<file path="src/verilog/pew_consts.vh">
/*
 * Constants for the parallel byte-wide nonvolatile memory host controller.
 * Assumes a 100 MHz clock and a single memory device on the pin bus.
 */
`ifndef PEW_CONSTS_VH
`define PEW_CONSTS_VH

// =============================================================
// Array geometry
`define PEW_ADDR_W 13
`define PEW_DATA_W 8
`define PEW_TOP_BIT 7
`define PEW_ID_FIRST 13'h1fe0
`define PEW_ID_LAST 13'h1fff

// =============================================================
// Timing, in nanoseconds, microseconds or milliseconds, and the clock period
`define PEW_CLK_NS 10
`define PEW_SETUP_NS 50
`define PEW_PULSE_NS 100
`define PEW_HOLD_NS 50
`define PEW_ACC_NS 250
`define PEW_SETUP_CYC ((`PEW_SETUP_NS + `PEW_CLK_NS - 1) / `PEW_CLK_NS)
`define PEW_PULSE_CYC ((`PEW_PULSE_NS + `PEW_CLK_NS - 1) / `PEW_CLK_NS)
`define PEW_HOLD_CYC ((`PEW_HOLD_NS + `PEW_CLK_NS - 1) / `PEW_CLK_NS)
`define PEW_ACC_CYC ((`PEW_ACC_NS + `PEW_CLK_NS - 1) / `PEW_CLK_NS)
`define PEW_WC_US 1000
`define PEW_WC_CYC (`PEW_WC_US * 1000 / `PEW_CLK_NS)
`define PEW_CLR_MS 10
`define PEW_CLR_CYC (`PEW_CLR_MS * 1000000 / `PEW_CLK_NS)
`define PEW_PWR_MS 5
`define PEW_PWR_CYC (`PEW_PWR_MS * 1000000 / `PEW_CLK_NS)

// =============================================================
// Command codes
`define PEW_CMD_READ 2'h0
`define PEW_CMD_WRITE 2'h1
`define PEW_CMD_CLEAR 2'h2

`endif

</file>
<file path="src/verilog/pew_timer.v">
/*
 * Down counter used by the host controller for pin phases and timeouts.
 * Assumes the same clock and synchronous reset as the controller.
 */
`timescale 1ns/1ps

// =============================================================
// Loadable down counter with a done flag
module pew_timer (
	clk,
	rst_n,
	load,
	loadVal,
	done
);
	input wire clk;
	input wire rst_n;
	input wire load;
	input wire [26:0] loadVal;
	output wire done;

	reg [26:0] cnt_ff;

	// Load wins over counting so a phase always starts from its full length.
	always @(posedge clk) begin
		if (!rst_n) begin
			cnt_ff <= 27'h0;
		end else if (load) begin
			cnt_ff <= loadVal;
		end else if (cnt_ff != 27'h0) begin
			cnt_ff <= cnt_ff - 27'h1;
		end
	end

	assign done = (cnt_ff == 27'h0);
endmodule // pew_timer

</file>
<file path="src/verilog/pew_host.v">
/*
 * Host controller for an asynchronous 8K x 8 byte-wide nonvolatile memory.
 * Assumes the memory sits on the pins below, busy line included; id/erase high-voltage
 * switches are driven by board logic from the enables given here.
 */
`timescale 1ns/1ps
`include "pew_consts.vh"

// Overview of operation
// - Write starts by write strobe low pulse with select low, drive high.
// - Host may reuse its bus once address and data are captured.
// - Host waits for write completion before the next access; without polling it waits the write-cycle time only.
// - Select low, drive at 12 V, 10 ms strobe pulse clears all.
// - Line nine at 12 V maps 0x1fe0-0x1fff to 32 id bytes.
module pew_host (
	clk,
	rst_n,
	reqValid,
	reqCmd,
	reqAddr,
	reqData,
	reqId,
	usePoll,
	reqReady,
	rspValid,
	rspData,
	rspTimeout,
	memAddr,
	memDataOut,
	memDataOe,
	memDataIn,
	memCeN,
	memOeN,
	memWeN,
	memOeHv,
	idSelectHv,
	memBusyN
);
	parameter WC_CYC = `PEW_WC_CYC;
	parameter CLR_CYC = `PEW_CLR_CYC;
	parameter PWR_CYC = `PEW_PWR_CYC;

	input wire clk;
	input wire rst_n;
	input wire reqValid;
	input wire [1:0] reqCmd;
	input wire [`PEW_ADDR_W-1:0] reqAddr;
	input wire [`PEW_DATA_W-1:0] reqData;
	input wire reqId;
	input wire usePoll;
	output reg reqReady;
	output reg rspValid;
	output reg [`PEW_DATA_W-1:0] rspData;
	output reg rspTimeout;
	output reg [`PEW_ADDR_W-1:0] memAddr;
	output reg [`PEW_DATA_W-1:0] memDataOut;
	output reg memDataOe;
	input wire [`PEW_DATA_W-1:0] memDataIn;
	output reg memCeN;
	output reg memOeN;
	output reg memWeN;
	output reg memOeHv;
	output reg idSelectHv;
	input wire memBusyN;

	localparam S_PWR = 4'h0;
	localparam S_IDLE = 4'h1;
	localparam S_RD = 4'h2;
	localparam S_WSET = 4'h3;
	localparam S_WPUL = 4'h4;
	localparam S_WHLD = 4'h5;
	localparam S_WAIT = 4'h6;
	localparam S_POLL = 4'h7;
	localparam S_PEND = 4'h8;
	localparam S_CSET = 4'h9;
	localparam S_CPUL = 4'ha;
	localparam S_CHLD = 4'hb;

	reg [3:0] state_ff;
	reg [3:0] nxt_state;
	reg [`PEW_DATA_W-1:0] dinMeta_ff;
	reg [`PEW_DATA_W-1:0] dinSync_ff;
	reg busyMeta_ff;
	reg busySync_ff;
	reg [`PEW_DATA_W-1:0] wrData_ff;
	reg [26:0] guard_ff;
	reg tmrLoad;
	reg [26:0] tmrVal;
	wire tmrDone;

	// Truncate a cycle count to the timer's width.
	function [26:0] cyc27;
		input integer n;
		begin
			cyc27 = n[26:0];
		end
	endfunction

	// =============================================================
	// Pin synchronisers
	// Both pins come from the asynchronous memory, so each passes two flops.
	always @(posedge clk) begin
		if (!rst_n) begin
			dinMeta_ff <= 8'h00;
			dinSync_ff <= 8'h00;
			busyMeta_ff <= 1'b1;
			busySync_ff <= 1'b1;
		end else begin
			dinMeta_ff <= memDataIn;
			dinSync_ff <= dinMeta_ff;
			busyMeta_ff <= memBusyN;
			busySync_ff <= busyMeta_ff;
		end
	end

	pew_timer u_timer (
		.clk(clk),
		.rst_n(rst_n),
		.load(tmrLoad),
		.loadVal(tmrVal),
		.done(tmrDone)
	);

	// =============================================================
	// Sequencer
	// The next state and which phase length to load into the timer.
	always @* begin
		nxt_state = state_ff;
		tmrLoad = 1'b0;
		tmrVal = 27'h0;
		case (state_ff)
			S_PWR: begin
				if (tmrDone && guard_ff != 27'h0) begin
					nxt_state = S_IDLE;
				end
			end
			S_IDLE: begin
				if (reqValid && reqCmd == `PEW_CMD_WRITE) begin
					nxt_state = S_WSET;
					tmrLoad = 1'b1;
					tmrVal = cyc27(`PEW_SETUP_CYC);
				end else if (reqValid && reqCmd == `PEW_CMD_CLEAR) begin
					nxt_state = S_CSET;
					tmrLoad = 1'b1;
					tmrVal = cyc27(`PEW_SETUP_CYC);
				end else if (reqValid) begin
					nxt_state = S_RD;
					tmrLoad = 1'b1;
					tmrVal = cyc27(`PEW_ACC_CYC + 2);
				end
			end
			S_RD: begin
				if (tmrDone) begin
					nxt_state = S_IDLE;
				end
			end
			S_WSET: begin
				if (tmrDone) begin
					nxt_state = S_WPUL;
					tmrLoad = 1'b1;
					tmrVal = cyc27(`PEW_PULSE_CYC);
				end
			end
			S_WPUL: begin
				if (tmrDone) begin
					nxt_state = S_WHLD;
					tmrLoad = 1'b1;
					tmrVal = cyc27(`PEW_HOLD_CYC);
				end
			end
			S_WHLD: begin
				if (tmrDone) begin
					nxt_state = S_WAIT;
					tmrLoad = 1'b1;
					tmrVal = cyc27(WC_CYC);
				end
			end
			S_WAIT: begin
				// polling path when no busy line is fitted
				if (usePoll) begin
					nxt_state = S_POLL;
					tmrLoad = 1'b1;
					tmrVal = cyc27(`PEW_ACC_CYC + 2);
				end else if (tmrDone) begin
					nxt_state = S_PEND;
				end
			end
			S_POLL: begin
				if (tmrDone) begin
					nxt_state = S_WAIT;
				end
			end
			S_PEND: begin
				nxt_state = S_IDLE;
			end
			S_CSET: begin
				if (tmrDone) begin
					nxt_state = S_CPUL;
					tmrLoad = 1'b1;
					tmrVal = cyc27(CLR_CYC);
				end
			end
			S_CPUL: begin
				if (tmrDone) begin
					nxt_state = S_CHLD;
					tmrLoad = 1'b1;
					tmrVal = cyc27(`PEW_HOLD_CYC);
				end
			end
			S_CHLD: begin
				if (tmrDone) begin
					nxt_state = S_IDLE;
				end
			end
			default: begin
				nxt_state = S_IDLE;
			end
		endcase
		if (state_ff == S_PWR && guard_ff == 27'h0) begin
			tmrLoad = 1'b1;
			tmrVal = cyc27(PWR_CYC);
		end
	end

	// =============================================================
	// State, pins and answers
	// Every pin and answer is a flop so the memory sees glitch-free strobes.
	always @(posedge clk) begin
		if (!rst_n) begin
			state_ff <= S_PWR;
			guard_ff <= 27'h0;
			wrData_ff <= 8'h00;
			reqReady <= 1'b0;
			rspValid <= 1'b0;
			rspData <= 8'h00;
			rspTimeout <= 1'b0;
			memAddr <= 13'h0000;
			memDataOut <= 8'h00;
			memDataOe <= 1'b0;
			memCeN <= 1'b1;
			memOeN <= 1'b1;
			memWeN <= 1'b1;
			memOeHv <= 1'b0;
			idSelectHv <= 1'b0;
		end else begin
			state_ff <= nxt_state;
			guard_ff <= 27'h1;
			rspValid <= 1'b0;
			rspTimeout <= 1'b0;
			reqReady <= (nxt_state == S_IDLE);
			if (state_ff == S_IDLE && reqValid) begin
				// id bytes sit at the top thirty-two addresses.
				memAddr <= reqAddr;
				idSelectHv <= reqId && reqAddr >= `PEW_ID_FIRST;
				memDataOut <= reqData;
				wrData_ff <= reqData;
				reqReady <= 1'b0;
			end
			memCeN <= !(nxt_state == S_RD || nxt_state == S_POLL ||
				(nxt_state >= S_WSET && nxt_state <= S_WHLD) ||
				(nxt_state >= S_CSET && nxt_state <= S_CHLD));
			memOeN <= !(nxt_state == S_RD || nxt_state == S_POLL);
			// strobe low only in the pulse phases
			memWeN <= !(nxt_state == S_WPUL || nxt_state == S_CPUL);
			// high drive voltage around the clear pulse
			memOeHv <= (nxt_state >= S_CSET && nxt_state <= S_CHLD);
			// host drives data only while the device floats it
			memDataOe <= (nxt_state >= S_WSET && nxt_state <= S_WHLD);
			if (state_ff == S_RD && tmrDone) begin
				rspValid <= 1'b1;
				rspData <= dinSync_ff;
			end
			// complement on the top bit means still busy
			if (state_ff == S_POLL && tmrDone &&
				dinSync_ff[`PEW_TOP_BIT] == wrData_ff[`PEW_TOP_BIT]) begin
				state_ff <= S_PEND;
				memCeN <= 1'b1;
				memOeN <= 1'b1;
			end
			// answer once the write-cycle timer runs out; timeout if busy is still low then
			if (state_ff == S_WAIT && !usePoll && tmrDone) begin
				rspTimeout <= !busySync_ff;
			end
			if (state_ff == S_PEND) begin
				rspValid <= 1'b1;
				rspData <= wrData_ff;
			end
			if (state_ff == S_CHLD && tmrDone) begin
				rspValid <= 1'b1;
			end
		end
	end
endmodule // pew_host

</file>
<file path="config.mk">
export PLATFORM = sky130hd
export DESIGN_NAME = pew_host
export DESIGN_NICKNAME = d
export VERILOG_FILES = /design/src/verilog/pew_timer.v /design/src/verilog/pew_host.v
export VERILOG_INCLUDE_DIRS = /design/src /design/src/verilog
export SDC_FILE = /design/constraint.sdc
export NUM_CORES = 1
export LEC_CHECK = 0
export ABC_AREA = 0
export BUFFER_PORTS_ARGS = -buffer_cell sky130_fd_sc_hd__buf_2
export CORE_AREA = 2 2 101 79
export DETAILED_ROUTE_END_ITERATION = 10
export DIE_AREA = 0 0 103 81
export GPL_ROUTABILITY_DRIVEN = 0
export PLACE_DENSITY_LB_ADDON = 0.15
export SLEW_MARGIN = 5
export SYNTH_ARGS = -nofsm -noshare
export SYNTH_HDL_FRONTEND = slang
export SYNTH_SLANG_ARGS = --single-unit
</file>
<file path="constraint.sdc">
create_clock -name clk -period 3.2 [get_ports clk]
set_input_delay 0.16 -clock clk [delete_from_list [all_inputs] [get_ports clk]]
set_output_delay 0.16 -clock clk [all_outputs]
set_load 0.005 [all_outputs]
</file>
### Word-level counts from Yosys, hierarchy flattened

Cells that the tools add are included.

| word-level totals | value |
|---|---|
| register bits | 114 |
| output and inout bits | 38 |
| word-level logic and storage cells | 122 |

| operators by class | value |
|---|---|
| add/subtract/negate cells | 1 |
| order comparisons | 5 |
| equal/unequal tests | 19 |
| mux-type cells | 39 |
| bitwise logic cells | 1 |
| reductions and logical operators | 37 |

Operator list:

| cell | number |
|---|---|
| 20-bit case mux with 6 select lines | 1 |
| 27-bit 2-to-1 mux | 3 |
| 4-bit 2-to-1 mux | 14 |
| 27-bit logical NOT | 2 |
| 27-bit nonzero test | 2 |
| 4-bit case mux with 9 select lines | 1 |
| 27-bit by 1-bit subtractor with 27-bit output (second input constant) | 1 |
| 4-bit by 3-bit == test with 1-bit output (second input constant) | 6 |
| 4-bit == test (second input constant) | 5 |
| 20-bit 2-to-1 mux | 1 |
| 5-bit 2-to-1 mux | 4 |
| 17-bit 2-to-1 mux | 1 |
| 8-bit 2-to-1 mux | 2 |
| 1-bit logical AND | 14 |
| 13-bit >= comparator (second input constant) | 1 |
| 4-bit by 2-bit == test with 1-bit output (second input constant) | 3 |
| 1-bit 2-to-1 mux | 10 |
| 2-bit OR reduction | 5 |
| 4-bit by 1-bit == test with 1-bit output (second input constant) | 2 |
| 1-bit logical NOT | 5 |
| 5-bit OR reduction | 1 |
| 4-bit by 2-bit >= comparator with 1-bit output (second input constant) | 1 |
| 4-bit >= comparator (second input constant) | 1 |
| 4-bit by 3-bit less-or-equal comparator with 1-bit output (second input constant) | 1 |
| 11 further kinds | 15 |

### Depth between registers and ports, before layout

Gate-level depths: netlist (run 1).

| logic depth | value |
|---|---|
| depth after elaboration | 10 |
| mapped depth | 12 |

### Modules after synthesis

From an unflattened synthesis (run 1), not the netlist that was laid out.

| unflattened totals | value |
|---|---|
| cell total of the unflattened synthesis | 459 |
| area total of the unflattened synthesis | 3961.3 sq um |

Modules (own cells, without submodules):

| module | times used | cells each | area an instance (sq um) | sequential area each (sq um) |
|---|---|---|---|---|
| pew_host | 1 | 287 | 2532.4 | 1221.2 |
| pew_timer | 1 | 172 | 1428.9 | 540.5 |

### Worst setup path before layout (run 1)

No wires, ideal clock.

| timing path | value |
|---|---|
| kind | register -> register |
| from | reg u_timer.cnt_ff[21] |
| to | reg memOeN |
| library setup time | 0.127 ns |
| data arrival time | 2.184 ns |
| data required time | 3.073 ns |
| setup slack | 0.889 ns |
| cell stages (with the launch flop) | 9 |
| cell sequence | dfxtp_1 > or4_4 > and4b_2 > nand2_2 > clkbuf_8 > a21oi_1 > a31oi_4 > mux2i_1 > or3_1 |

| between the ends | value |
|---|---|
| longest elaborated chain between the ends | 7 |
| elaborated cells on any way between the ends | 19 |
| those cells by class | 2 x eq/ne; 10 x mux; 7 x reduce/logical |

RTL lines:

| what | line | RTL |
|---|---|---|
| from (decl) | pew_timer.v:22 | `reg [26:0] cnt_ff;` |
| from (signal assigned) | pew_timer.v:29 | `cnt_ff <= loadVal;` |
| from (signal assigned) | pew_timer.v:31 | `cnt_ff <= cnt_ff - 27'h1;` |
| 27-bit logical NOT * | pew_timer.v:35 | `assign done = (cnt_ff == 27'h0);` |
| 4-bit 2-to-1 mux / 1-bit logical AND (equally long branches) | pew_host.v:184, pew_host.v:133 |  |
| 4-bit 2-to-1 mux (on tied branches) | pew_host.v:180, pew_host.v:133 |  |
| 4-bit case mux with 9 select lines | pew_host.v:131 | `case (state_ff)` |
| 4-bit by 2-bit == test with 1-bit output / 4-bit by 3-bit == test with 1-bit output (equally long branches) | pew_host.v:262 | `memOeN <= !(nxt_state == S_RD \|\| nxt_state == S_POLL);` |
| 1-bit logical OR | pew_host.v:262 |  |
| 1-bit logical NOT | pew_host.v:262 |  |
| to (signal assigned) | pew_host.v:262 |  |
| to (decl) | pew_host.v:60 | `output reg memOeN;` |

Every way passes the cells marked *; elsewhere a longest branch is shown, timed or not.
A chain may end at the register's enable or synchronous reset.

### Worst setup path in the final report (run 1)

| timing path | value |
|---|---|
| from | reg u_timer.cnt_ff[8] |
| to | reg memOeN |

The elaborated chain is that of the path after synthesis.

==> flow_metrics.tcl, run 1 <==
set metrics [dict create \
    finalWirelength_um 9200 \
    critPathCaptureType "register" \
    cts_max_path_buffers 2 \
    postRouteAntennaNets 0 \
    ir_worst_vdd_mv 0.304 \
    fin_setup_tns_ns 0 \
    layout-drive-gt1-share 0.196 \
    remaining_drc_errors 0 \
    die_w_um 103 \
    hold_viol 0 \
    slew_headroom 0.482 \
    path_clk_slew_ns 0.10 \
    die_h_um 81 \
    worst-endpoint-required_ns 3.46 \
    dieArea_um2 8340 \
    post-route-period-util 0.851 \
    synth_top_cell_area_share 0.449 \
    antenna_found_initial 0 \
    drt-met1-wl_um 4470 \
    insertedDiodeCount 0 \
    fin_skew_ns 0.0140 \
    cts_setup_buffers 0 \
    wl_met2_um 3950 \
    synth_area_leaders "dfxtp_1 (45%), nand2_1 (7.0%), a21oi_1 (5.7%)" \
    grt_setup_unrepaired "false" \
    status "completed" \
    grt_pass1_vias 3071 \
    cts_max_level 3 \
    via_per_inst 5.44 \
    rows 28 \
    synthToLayoutAreaGrowth_pct 15.9 \
    vias 3491 \
    critPathKind "reg -> reg" \
    drt_first_iter_violations 189 \
    crit_fanout 12 \
    hold_path_class "in -> reg" \
    ys_types 55 \
    core_area_um2 7500 \
    p_leak_nw 1.80 \
    syn-mean-instance-area_um2 8.54 \
    ys_warn_count 0 \
    async_flop_share 0 \
    wl_met3_um 631 \
    arrival_ns 2.98 \
    clock_latency_ns 0.37 \
    grt_pass1_wl_um 14600 \
    cts_buffers 9 \
    ys_seq_elements 88 \
    fmax_mhz 367 \
    power_mw 2.31 \
    hpwl_um 6460 \
    syn-instance-count 460 \
    syn_nets 498 \
    clock-root-buffer "clkbuf_8" \
    ys_seq_area_frac 0.449 \
    setup_viol_count_final 0 \
    p_per_area_nw_per_um2 507 \
    first_pass_iters 5 \
    yosysMostFrequentCell "dfxtp_1" \
    cts_tree "built" \
    routedWlPerCell_um 14.3 \
    cts_hold_buf 6 \
    fin_nets 570 \
    synth_top_cell_by_area "dfxtp_1" \
    syn_area_um2 3930 \
    ios 75 \
    grt_max_degree 46 \
    cts_num_sinks 88 \
    synthTopCellsByCount "dfxtp_1 (88), nand2_1 (73), a21oi_1 (45)" \
    start_util 0.524 \
    final_max_slew_viol_count 0 \
    fin_crit_ns 2.72 \
    synthFlopType "dfxtp_1" \
    worst_slew_pin_slew_ns 0.775 \
    top_layer_used "met4" \
    synth-edff-count 0 \
    numPortBuffers 74 \
    grt.total_usage 0.223 \
    fillerInstances 701 \
    startpoint_type "register" \
    gr-total-overflow 0 \
    cap_viol_max_count 0 \
    cts_resized 0 \
]
[final timing paths]
path	startpoint	endpoint	slack, ns	cells past startpoint
worst max-delay path	u_timer.cnt_ff[8]$_SDFFE_PN0P_	memOeN$_SDFF_PP1_	0.48	7
worst min-delay path	reqData[1]	wrData_ff[1]$_SDFFE_PN0P_	0.02	3
worst max register to register	u_timer.cnt_ff[8]$_SDFFE_PN0P_	memOeN$_SDFF_PP1_	0.48	7
worst min register to register	busySync_ff$_SDFF_PN1_	rspTimeout$_SDFF_PN0_	0.40	1
[report_power, final]
part / switching [mW] / internal (mW) / total [mW]
clock: 0.437 / 0.297 / 0.734
sequential: 0.0459 / 1.15 / 1.19
combinational: 0.223 / 0.160 / 0.383
total: 0.706 / 1.60 / 2.31
[critical path, stage by stage (launching register included)]
cell     delay, ns
dfxtp_1       0.37
nor4_1        0.52
and4_1        0.41
nand2_2       0.23
a211o_1       0.38
a31oi_4       0.27
mux2i_1       0.11
or3_1         0.33
[placed cells by master, fill, tap and decap left out, types with 3 or more instances in the layout]
cell / Yosys / layout
dlygate4sd3_1: 0 / 6
o21ai_0: 12 / 12
a21oi_1: 45 / 45
a31oi_1: 4 / 4
nor2b_1: 4 / 4
buf_2: 3 / 74
o41ai_1: 3 / 3
inv_1: 6 / 6
xnor2_1: 6 / 6
nand4_1: 4 / 4
mux2i_1: 10 / 10
nor3_1: 14 / 14
dfxtp_1: 88 / 88
nand2b_1: 13 / 13
nor2_1: 39 / 39
and2_1: 20 / 20
clkbuf_8: 3 / 9
xor2_1: 12 / 12
a211oi_1: 13 / 13
nand4b_1: 4 / 4
nor4_1: 10 / 10
nand2_1: 73 / 73
buf_4: 1 / 5
or3_1: 6 / 6
nand3_1: 12 / 12
[area by class of cell]
cell class / count / area, um2 / share of cell area
flip-flops and latches: 88 / 1760 / 0.387
clock inverters: 7 / 60.1 / 0.0132
clock buffers: 9 / 124 / 0.0272
well taps: 105 / 131 / 0.0289
repair buffers: 85 / 468 / 0.103
multi-input cells: 341 / 1980 / 0.435
inverters: 7 / 26.3 / 0.00577
[logic make-up (layout without fill, tap and decap cells)]
group / after synthesis / count (layout) / share of synthesized area
AND/OR/NAND/NOR: 214 / 214 / 0.274
AO/OA/AOI/OAI: 98 / 98 / 0.162
flip-flops: 88 / 88 / 0.449
buffers and inverters: 31 / 108 / 0.0468
XOR/XNOR: 18 / 18 / 0.0402
multiplexers: 10 / 10 / 0.0255
adder cells (fa/ha/maj): 1 / 1 / 0.00319
[sequential cells by signal (all words and copies together), names as in the netlist, 4 cells and up]
register / cells
state_ff: 4
wrData_ff: 8
dinSync_ff: 8
rspData: 8
dinMeta_ff: 8
u_timer.cnt_ff: 27
memAddr: 13
[stage by stage]
stage,cell area [um2],util,worst slack [ns],hold slack (ns),instances
final,4550,0.607,0.475,0.0161,642
after global routing,4550,0.607,0.282,0.00216,642
after CTS,4550,0.607,0.498,0.00530,642
after detailed placement,4310,0.575,0.503,0.346,620
after global placement,4310,0.575,0.688,0.346,620
after floorplan,3930,-,0.889,0.188,460
[routing by layer]
metal	vias up	track usage
met2	116	0.327
met4	0	0.0842
met5	-	0
li1	1761	-
met1	1599	0.328
met3	15	0.0404
(Power assumes the default switching activity.)
==> run 2: changes to the inputs <==
Settings changed: ABC_AREA 0 to default, CORE_AREA 2 2 101 79 to 2 2 88 90, DIE_AREA 0 0 103 81 to 0 0 90 92.
==> flow_metrics.tcl, run 2 (synthesis results as in run 1) <==
set metrics [dict create \
    grt_max_degree 46 \
    fmax_mhz 377 \
    crit_fanout 12 \
    ir_worst_vdd_mv 0.261 \
    ios 75 \
    cts_setup_buffers 0 \
    via_per_inst 5.44 \
    pre_cts_slack_ns 0.615 \
    gr-total-overflow 0 \
    cap_viol_max_count 0 \
    rows 32 \
    crit_chain "inv_1 -> ha_1 -> nor3b_1 -> and4_1 -> nand2_2 -> a211o_1 -> a31oi_4 -> mux2i_1 -> or3_1" \
    fin_setup_tns_ns 0 \
    cts_max_level 3 \
    cts_num_sinks 88 \
    layout-drive-gt1-share 0.197 \
    grt_pass1_vias 3198 \
    dieArea_um2 8280 \
    path_clk_slew_ns 0.10 \
    antenna_found_initial 0 \
    critPathCaptureType "register" \
    grt_setup_unrepaired "false" \
    die_h_um 92 \
    fin_nets 571 \
    insertedDiodeCount 0 \
    setup_viol_count_final 0 \
    clock_latency_ns 0.36 \
    arrival_ns 2.90 \
    fin_crit_ns 2.66 \
    postRouteAntennaNets 0 \
    largestRegisters "u_timer.cnt_ff (27), memAddr (13)" \
    fin_skew_ns 0.0128 \
    startpoint_type "register" \
    start_util 0.527 \
    post-route-period-util 0.830 \
    rr_worst_depth 9 \
    worstHoldStart "memDataIn[6]" \
    drt_first_iter_violations 179 \
    worst_r2r_endpoint "memOeN$_SDFF_PP1_" \
    final_common_cell "dfxtp_1" \
    routedWlPerCell_um 14.1 \
    hpwl_um 6370 \
    crit_path_end "memOeN$_SDFF_PP1_" \
    p_per_area_nw_per_um2 512 \
    finalWirelength_um 9030 \
    vias 3483 \
    first_pass_iters 4 \
    postLayoutCellArea_um2 4560 \
    r2r_start "u_timer.cnt_ff[0]$_SDFFE_PN0P_" \
    worst-endpoint-required_ns 3.44 \
    fillerInstances 673 \
    synthToLayoutAreaGrowth_pct 16.2 \
    die_w_um 90 \
    final_max_slew_viol_count 0 \
    final_cell_mix "dfxtp_1 (88), buf_2 (74), nand2_1 (73)" \
    dpl_cell_area_um2 4310 \
    critPathKind "reg -> reg" \
    cts_tree "built" \
    p_leak_nw 1.81 \
    power_mw 2.34 \
    r2r_slack_ns 0.54 \
    slew_headroom 0.459 \
    grt.total_usage 0.225 \
    slowest_delay_ns 0.38 \
    numPortBuffers 74 \
    top_register "u_timer.cnt_ff" \
    cts_max_path_buffers 2 \
    remaining_drc_errors 0 \
    status "completed" \
    fin_ws_ns 0.545 \
    worst_slew_pin_slew_ns 0.810 \
    cts_hold_buf 6 \
    hold_viol 0 \
    clock-root-buffer "clkbuf_8" \
    core_area_um2 7450 \
    startpoint "u_timer.cnt_ff[0]$_SDFFE_PN0P_" \
    hold_path_class "in -> reg" \
    largest_register_ffs 27 \
    cts_buffers 9 \
    cts_resized 0 \
    cp_slowest_cell "a211o_1" \
    grt_pass1_wl_um 15200 \
]
==> run 2: changes by cell type in the layout (fill, tap and decap cells not counted) <==
| cell | change |
|---|---|
| clkinv_4 | +1 |
| clkinv_2 | -1 |
| inv_8 | +1 |
| clkinvlp_4 | -1 |
| buf_4 | +1 |
==> run 2: worst min-delay path by stage <==
stage	endpoint	slack [ns]	depth (start not counted)
after detailed placement	busyMeta_ff$_SDFF_PN1_	0.35	2
final	dinMeta_ff[6]$_SDFF_PN0_	0.009	2
after CTS	dinMeta_ff[1]$_SDFF_PN0_	0.003	2
after floorplan	guard_ff[0]$_DFF_P_	0.19	0
after global placement	busyMeta_ff$_SDFF_PN1_	0.34	2
after global routing	dinMeta_ff[1]$_SDFF_PN0_	0.01	2
==> run 2: final cells by class <==
class | instances | area, um2 | area share
flip-flops and latches | 88 | 1760 | 0.386
multi-input cells | 341 | 1980 | 0.434
clock inverters | 7 | 67.6 | 0.0148
inverters | 7 | 26.3 | 0.00576
repair buffers | 86 | 475 | 0.104
well taps | 102 | 128 | 0.0280
clock buffers | 9 | 124 | 0.0271
==> run 2: worst max-delay path: cells and delay by family (launching register included) <==
kind,cells,cell delay [ns]
simple gates,4,1.16
compound gates,2,0.65
flops,1,0.34
fa+ha+maj,1,0.20
mux,1,0.10
buf+inv,1,0.08
==> run 2: per-layer routing <==
metal  GRT usage  wire length, um  vias up
li1            -                -     1761
met5           0                0        -
met4      0.0910              126        0
met2       0.346             4210       94
met1       0.309             4280     1619
met3      0.0509              414        9
==> run 2: power breakdown <==
part | switching, mW | internal [mW]
sequential | 0.0474 | 1.15
clock | 0.451 | 0.306
combinational | 0.225 | 0.163
total | 0.724 | 1.61
==> run 2: through the flow <==
step	utilization	hold WS (ns)	cells
final	0.613	0.00852	640
after global routing	0.613	0.0114	640
after CTS	0.613	0.00279	640
after detailed placement	0.579	0.347	618
after global placement	0.579	0.341	618
after floorplan	-	0.188	460
